$ cat config.mk
export PLATFORM = sky130hd
export DESIGN_NAME = dac_front
export DESIGN_NICKNAME = d
export VERILOG_FILES = /design/src/logic/dac_pkg.sv /design/src/logic/dac_front.sv
export VERILOG_INCLUDE_DIRS = /design/src /design/src/logic
export SDC_FILE = /design/constraint.sdc
export NUM_CORES = 1
export LEC_CHECK = 0
export BUFFER_PORTS_ARGS = -buffer_cell sky130_fd_sc_hd__buf_2
export CORE_ASPECT_RATIO = 0.8
export CORE_UTILIZATION = 45
export CTS_CLUSTER_SIZE = 20
export DETAILED_ROUTE_END_ITERATION = 16
export PLACE_DENSITY = 0.74
export SYNTH_ARGS = -nofsm -noshare
export SYNTH_HDL_FRONTEND = slang
export SYNTH_SLANG_ARGS = --single-unit
$ cat constraint.sdc
create_clock -name clk_sys -period 1.7 [get_ports clk_sys]
set_input_delay 0.085 -clock clk_sys [delete_from_list [all_inputs] [get_ports clk_sys]]
set_output_delay 0.085 -clock clk_sys [all_outputs]
set_load 0.005 [all_outputs]
$ cat src/logic/dac_defs.svh
// constants for the converter input register and decoder
`ifndef DAC_DEFS_SVH
`define DAC_DEFS_SVH

`define DAC_CODE_RST           14'h0000
`define DAC_CLK_PERIOD_NS      100
`define DAC_MIN_RATE_PERIOD_NS 10000
`define DAC_MAX_RATE_PERIOD_NS 10
`define DAC_GAP_TIMEOUT_CYC    ((`DAC_MIN_RATE_PERIOD_NS) / (`DAC_CLK_PERIOD_NS))

`endif

$ cat src/logic/dac_pkg.sv
// types for the converter input register and decoder
package dac_pkg;

   typedef enum logic [2:0] {
      DAC_LINK_IDLE  = 3'b001,
      DAC_LINK_RUN   = 3'b010,
      DAC_LINK_STALL = 3'b100
   } dac_link_e;

endpackage

$ cat src/logic/dac_front.sv
// input register, ladder drive and thermometer segment decoder
`timescale 1ns/10ps
`default_nettype none
`include "dac_defs.svh"

module dac_front
   import dac_pkg::*;
#(
   parameter int WIDTH       = 14,
   parameter int LADDER_BITS = 10,
   parameter int SEGMENTS    = 15
) (
   input  wire logic                   clk_sys,
   input  wire logic                   sys_rst,
   input  wire logic                   data_clk,
   input  wire logic [WIDTH-1:0]       data_in,
   output logic      [WIDTH-1:0]       code_q,
   output logic      [LADDER_BITS-1:0] ladder_q,
   output logic      [SEGMENTS-1:0]    segment_q,
   output logic                        full_scale_q,
   output logic                        mid_scale_q,
   output logic                        zero_scale_q,
   output logic                        link_active_q,
   output logic                        link_stall_q
);

   localparam int SEG_BITS = WIDTH - LADDER_BITS;
   localparam int GAP_MAX  = `DAC_GAP_TIMEOUT_CYC;
   localparam int GAP_W    = $clog2(GAP_MAX + 1);

   localparam logic [WIDTH-1:0]    CODE_ONES = {WIDTH{1'b1}};
   localparam logic [WIDTH-1:0]    CODE_MID  = {1'b1, {(WIDTH-1){1'b0}}};
   localparam logic [GAP_W-1:0]    GAP_LAST  = GAP_W'(GAP_MAX - 1);
   localparam logic [SEGMENTS-1:0] SEG_ONE   = SEGMENTS'(1);

   typedef struct packed {
      dac_link_e              link;
      logic                   clk_prev;
      logic [GAP_W-1:0]       gap_cnt;
      logic [WIDTH-1:0]       master;
      logic [WIDTH-1:0]       code;
      logic [LADDER_BITS-1:0] ladder;
      logic [SEGMENTS-1:0]    segment;
      logic                   full;
      logic                   mid;
      logic                   zero;
   } dac_state_s;

   dac_state_s state_q;
   dac_state_s state_d;
   logic       clk_rise;
   logic [SEG_BITS-1:0] seg_value;

   ////////////////////////////////////////////////////////////////////////
   // next state

   // a data clock held high gives one rise only
   assign clk_rise  = data_clk & ~state_q.clk_prev;
   assign seg_value = state_q.master[WIDTH-1:LADDER_BITS];

   always_comb begin
      state_d          = state_q;
      state_d.clk_prev = data_clk;

      // master stage takes the whole word on the data clock rise
      if (clk_rise) begin
         state_d.master = data_in;
      end

      // only the latched word feeds the switch controls
      state_d.code   = state_q.master;
      state_d.ladder = state_q.master[LADDER_BITS-1:0];
      for (int i = 0; i < SEGMENTS; i++) begin
         state_d.segment[i] = (32'(seg_value) > i);
      end
      state_d.full = (state_q.master == CODE_ONES);
      state_d.mid  = (state_q.master == CODE_MID);
      state_d.zero = (state_q.master == '0);

      // watch for a source clock slower than the lowest rate
      case (state_q.link)
         DAC_LINK_IDLE: begin
            state_d.gap_cnt = '0;
            if (clk_rise) begin
               state_d.link = DAC_LINK_RUN;
            end
         end
         DAC_LINK_RUN: begin
            if (clk_rise) begin
               state_d.gap_cnt = '0;
            end else if (state_q.gap_cnt == GAP_LAST) begin
               state_d.link = DAC_LINK_STALL;
            end else begin
               state_d.gap_cnt = state_q.gap_cnt + GAP_W'(1);
            end
         end
         DAC_LINK_STALL: begin
            state_d.gap_cnt = '0;
            if (clk_rise) begin
               state_d.link = DAC_LINK_RUN;
            end
         end
         default: begin
            state_d.link    = DAC_LINK_IDLE;
            state_d.gap_cnt = '0;
         end
      endcase
   end

   ////////////////////////////////////////////////////////////////////////
   // state register

   // word rests at zero scale, monitor waits for a first rise
   always_ff @(posedge clk_sys) begin
      if (sys_rst) begin
         state_q.link     <= DAC_LINK_IDLE;
         state_q.clk_prev <= 1'b0;
         state_q.gap_cnt  <= '0;
         state_q.master   <= `DAC_CODE_RST;
         state_q.code     <= `DAC_CODE_RST;
         state_q.ladder   <= '0;
         state_q.segment  <= '0;
         state_q.full     <= 1'b0;
         state_q.mid      <= 1'b0;
         state_q.zero     <= 1'b1;
      end else begin
         state_q <= state_d;
      end
   end

   ////////////////////////////////////////////////////////////////////////
   // outputs

   assign code_q        = state_q.code;
   assign ladder_q      = state_q.ladder;
   assign segment_q     = state_q.segment;
   assign full_scale_q  = state_q.full;
   assign mid_scale_q   = state_q.mid;
   assign zero_scale_q  = state_q.zero;
   assign link_active_q = (state_q.link == DAC_LINK_RUN);
   assign link_stall_q  = (state_q.link == DAC_LINK_STALL);
endmodule

`default_nettype wire

; Word-level counts from Yosys, hierarchy flattened
; Cells that the tools add are included.
[classes]
n_addsub = 1
n_lt_le_gt_ge = 15
n_eq_ne = 9
mux = 4
bitwise = 3
n_reduce_logical = 4
[ops]
columns = operator, n
row1 = "14-bit == test, second input constant", 2
row2 = "4-bit greater-than comparator, second input constant", 7
row3 = "4-bit by 3-bit greater-than comparator with 1-bit output, second input constant", 4
row4 = 14-bit logical NOT, 1
row5 = 3-bit two-way mux, 3
row6 = "4-bit by 1-bit greater-than comparator with 1-bit output, second input constant", 2
row7 = "4-bit by 2-bit greater-than comparator with 1-bit output, second input constant", 2
row8 = "7-bit by 1-bit adder with 7-bit output, second input constant", 1
row9 = "7-bit == test, second input constant", 1
row10 = 3-bit case mux with 2 select lines, 1
row11 = "2-bit by 1-bit != test with 1-bit output, second input constant", 2
row12 = "3-bit by 1-bit == test with 1-bit output, second input constant", 1
row13 = "3-bit by 2-bit == test with 1-bit output, second input constant", 1
row14 = "3-bit == test, second input constant", 1
row15 = 3-bit AND reduction, 1
row16 = 3-bit OR reduction, 1
row17 = "2-bit != test, second input constant", 1
row18 = 1-bit NOT, 2
row19 = 2-bit OR reduction, 1
row20 = 1-bit bitwise AND, 1
[totals]
ff_bits = 67
out_inout_bits = 44
word_cells = 46

; Longest topological paths before layout
[depth]
depth_word = 4
depth_mapped = 5

; Least setup slack after synthesis
; OpenSTA, ideal clock, no wires.
[synth_path]
path_kind = register to register
from = register state_q[56] (netlist name)
to = register state_q[65] (netlist name)
setup_time_ns = 0.112
arrival_ns = 1.336
required_ns = 1.588
slack_ns = 0.252
stages_incl_launch_ff = 5
n_path_buf = 0
cell_sequence = dfxtp_1 ha_1 and2_0 and2_1 a2111oi_1
[synth_between]
elab_chain_len = 3
[synth_rtl]
columns = item, line
row1 = start: declaration, dac_front.sv:49  ; dac_state_s state_q;
row2 = start signal: assignment, dac_front.sv:127  ; state_q <= state_d;
row3 = 7-bit == test, dac_front.sv:91  ; end else if (state_q.gap_cnt == GAP_LAST) begin
row4 = 2-bit by 1-bit != test with 1-bit output (no line), -
row5 = 3-bit AND reduction (no line), -
; Every way passes these cells.
; A chain may end at the register's enable or synchronous reset.

; Final worst setup path
; Same ends and word-level chain as after synthesis.

==> impl_results.md <==
- Vias in the first global route: 1489
- Worst r2r src: state_q[56]
- CTS buffer count: 9
- Fin area: 2650 um2
- # diodes: 0
- Worst hold path depth: 3
- Nets: ~300
- Worst hold start: sys_rst
- Root Driver: clkbuf_8
- Grt total ovfl: 0
- HP Class: input pin to register
- Internal: between 2 and 2.5 mW
- Clock power frac: a little over two fifths
- Total GRT Usage: ~18%
- Syn Inst Count: 241
- Antenna-violating nets left: 0
- Setup_tns: 0 ps
- Synthesized area per cell: 9.25 um2
- RSZ-0062 raised after global routing: no
- Reg power frac: roughly half
- Fillers: 424
- Multi-input gate area: between 700 and 800 um2
- Prevailing post-synth register cell: dfxtp_1
- I/O Pins: 61
- Yosys top cell area share: 51.2%
- WL final: just over 4 mm
- Post-Syn Area: about 2200 um2
- Normalized max-slew margin: around three quarters
- Clk slew on worst S/H paths: roughly 60 ps
- Max Slew Vio Count: 0
- Pwr per Cell Area: between 1000 and 1500 nW/um2
- Combinational share of power: 7.0%
- Peak supply drop: between 0.5 and 0.6 mV
- Status: complete, no violations
- Yosys Warn Count: 0
- Die Y: roughly 65 um
- Register area: ~1100 um2
- Post-synth EDFFs: 0
- Die Span X: 80.7 um
- Crit share post-route: 91.4%
- Top cells by area, synth: dfxtp_1 (51%), buf_4 (13%), nand2_1 (5.9%)
- Min Tclk post-route: 1550 ps
- Clock sink total: 57
- Port bufs: 60
- Routed WL per cell: between 10 and 15 um
- Starting Density: around 48%
- Leading cell types by count after synthesis: dfxtp_1 (57), buf_4 (39), nand2_1 (35)
- H-tree depth: 3
- Max-Cap Viols: 0
- Crit Path Max Fanout: 6
- Synth Register Bits: 57
- Synth area leader: dfxtp_1
- Worst setup SP type: register
- Syn Nets: approximately 260
- Worst skew pair latency: between 300 and 400 ps
- Largest net degree at the start of global routing: 20
- Part of the Yosys area used for sequential elements: about half
- Drt drc: 0
- Core area: about 4700 um2
- FF-to-FF path depth: 4
- DIE AREA: ~5200 um2
- Hpwl dp: 2.89 mm
- Crit path required time: around 1900 ps
- Initial antenna violation count: 0
- First-pass GRT wire length: about 6.7 mm
- Top-count cell post-synth: dfxtp_1
- Fin util: between 50% and 60%
- Area delta synth->final: 18.9%
- Max Root-Sink Buffers: 2
- Worst Setup End Kind: register
- Drt via density: approximately 4.7
- GP Congestion: approximately 0.83
- Sw frac: about 22%
- Endpoints failing setup: 0
- Row cnt: 22
- Ratio of cells with drive above 1 in the final layout: between 30% and 40%
- Reg2reg setup slack: between 100 and 150 ps
- Static Leak: 1.23 nW
- Vias after detailed routing: around 1600
- CTS tree: yes
- Synth async-reset ratio: 0%
- Layout Skew: 4.71 ps
- Worst Tran Pin Value: 386 ps
- Number of hold violations in the final report: 0
- Hold endpoint: zero_scale_q
- Crit Path Category: register to register
- Capture point of the worst reg-to-reg path: state_q[65]
- Switching power: around 0.64 mW
- DRT Pass-1 Iters: 4
- Postcts setup bufs: 0
- Distinct cells, synth: 37
- Placed cell areas: ~2300 um2
- Max Fclk: roughly 0.64 GHz
- WP data arrival: 1780 ps
- DRT iter0 DRCs: approximately 60
==> final cells by class <==
| class | instances | share of cell area, % |
|---|---|---|
| clock buffer | 10 | 5.19 |
| tap | 60 | 2.83 |
| multi-input combinational | 130 | 27.6 |
| inverter | 6 | 0.850 |
| sequential | 57 | 43.1 |
| timing repair buffer | 80 | 18.3 |
| clock inverter | 6 | 2.17 |
==> cells in the final DEF (no fill, tap or decap), types with 2 or more instances in the layout <==
master	synthesis	routed
a21oi_1	20	20
xor2_1	2	2
o21ai_0	7	7
or3_1	3	3
nor2b_1	14	14
a2111oi_1	2	2
nor2_1	9	9
clkinv_2	0	4
dlygate4sd3_1	0	14
buf_4	39	6
nor4_1	2	2
clkbuf_8	0	10
buf_2	1	60
nor3_1	4	4
inv_1	6	6
nand4_1	3	3
nand2b_1	3	3
nand3_1	5	5
and2_1	2	3
nor3_2	3	3
and3_1	2	2
nand2_1	35	35
dfxtp_1	57	57
==> state kept, by name, indices dropped and copies added, names as in the netlist <==
name / cells
code_q: 14
full_scale_q: 1
mid_scale_q: 1
seg_value: 4
segment_q: 15
state_d: 10
state_q: 11
zero_scale_q: 1
==> metal layers <==
metal	up-vias	track usage [%]	routed length, um
li1	837	-	-
met1	736	22.4	1970
met2	56	25.4	1770
met3	9	6.76	249
met4	0	9.38	64
met5	-	0	0
==> how the worst max path moves through the flow <==
stage | cells past startpoint | slack [ps] | end | from
after floorplan | 4 | 250 | state_q[65] | state_q[56]
after global placement | 4 | 200 | state_q[65] | state_q[56]
after detailed placement | 4 | 130 | state_q[65] | state_q[56]
after CTS | 4 | 110 | state_q[65] | state_q[56]
after global routing | 4 | 30 | state_q[65] | state_q[56]
final | 4 | 150 | state_q[65] | state_q[56]
==> power by group through the flow <==
stage                     Clock, mW  Combinational, mW  Sequential (mW)
after global placement            0              0.172             1.44
after floorplan                   0              0.136             1.44
after CTS                      1.24              0.200             1.42
after detailed placement          0              0.175             1.45
after global routing           1.33              0.222             1.42
final                          1.22              0.199             1.42
==> through the flow <==
| stage | setup slack (ps) | hold slack (ps) | power (mW) | cells |
|---|---|---|---|---|
| after CTS | 107 | 17.8 | 2.86 | 349 |
| after global placement | 196 | 327 | 1.62 | 319 |
| final | 147 | 37.8 | 2.83 | 349 |
| after floorplan | 252 | 164 | 1.58 | 241 |
| after detailed placement | 131 | 333 | 1.62 | 319 |
| after global routing | 33.0 | 40.0 | 2.97 | 349 |
==> cell families after synthesis <==
family	share of synthesized area (%)
AOI/OAI and AO/OA	8.19
DFF	51.2
xor gates and xnor gates	1.18
and+or+nand+nor	22.8
buffers and inverters	16.0
adders and majority gates	0.561
==> timing repair <==
item,in CTS,in global routing
hold buffers,14,0
endpoints found under the hold margin,14,0
setup endpoints to repair,0,2
gates resized for setup,0,1
==> worst max-delay path, cell delays in order, from the launching register on <==
cell and delay (ps):
dfxtp_1 350, ha_1 260, and2_1 230, and2_1 220, a2111oi_1 380
(Power assumes the default switching activity.)
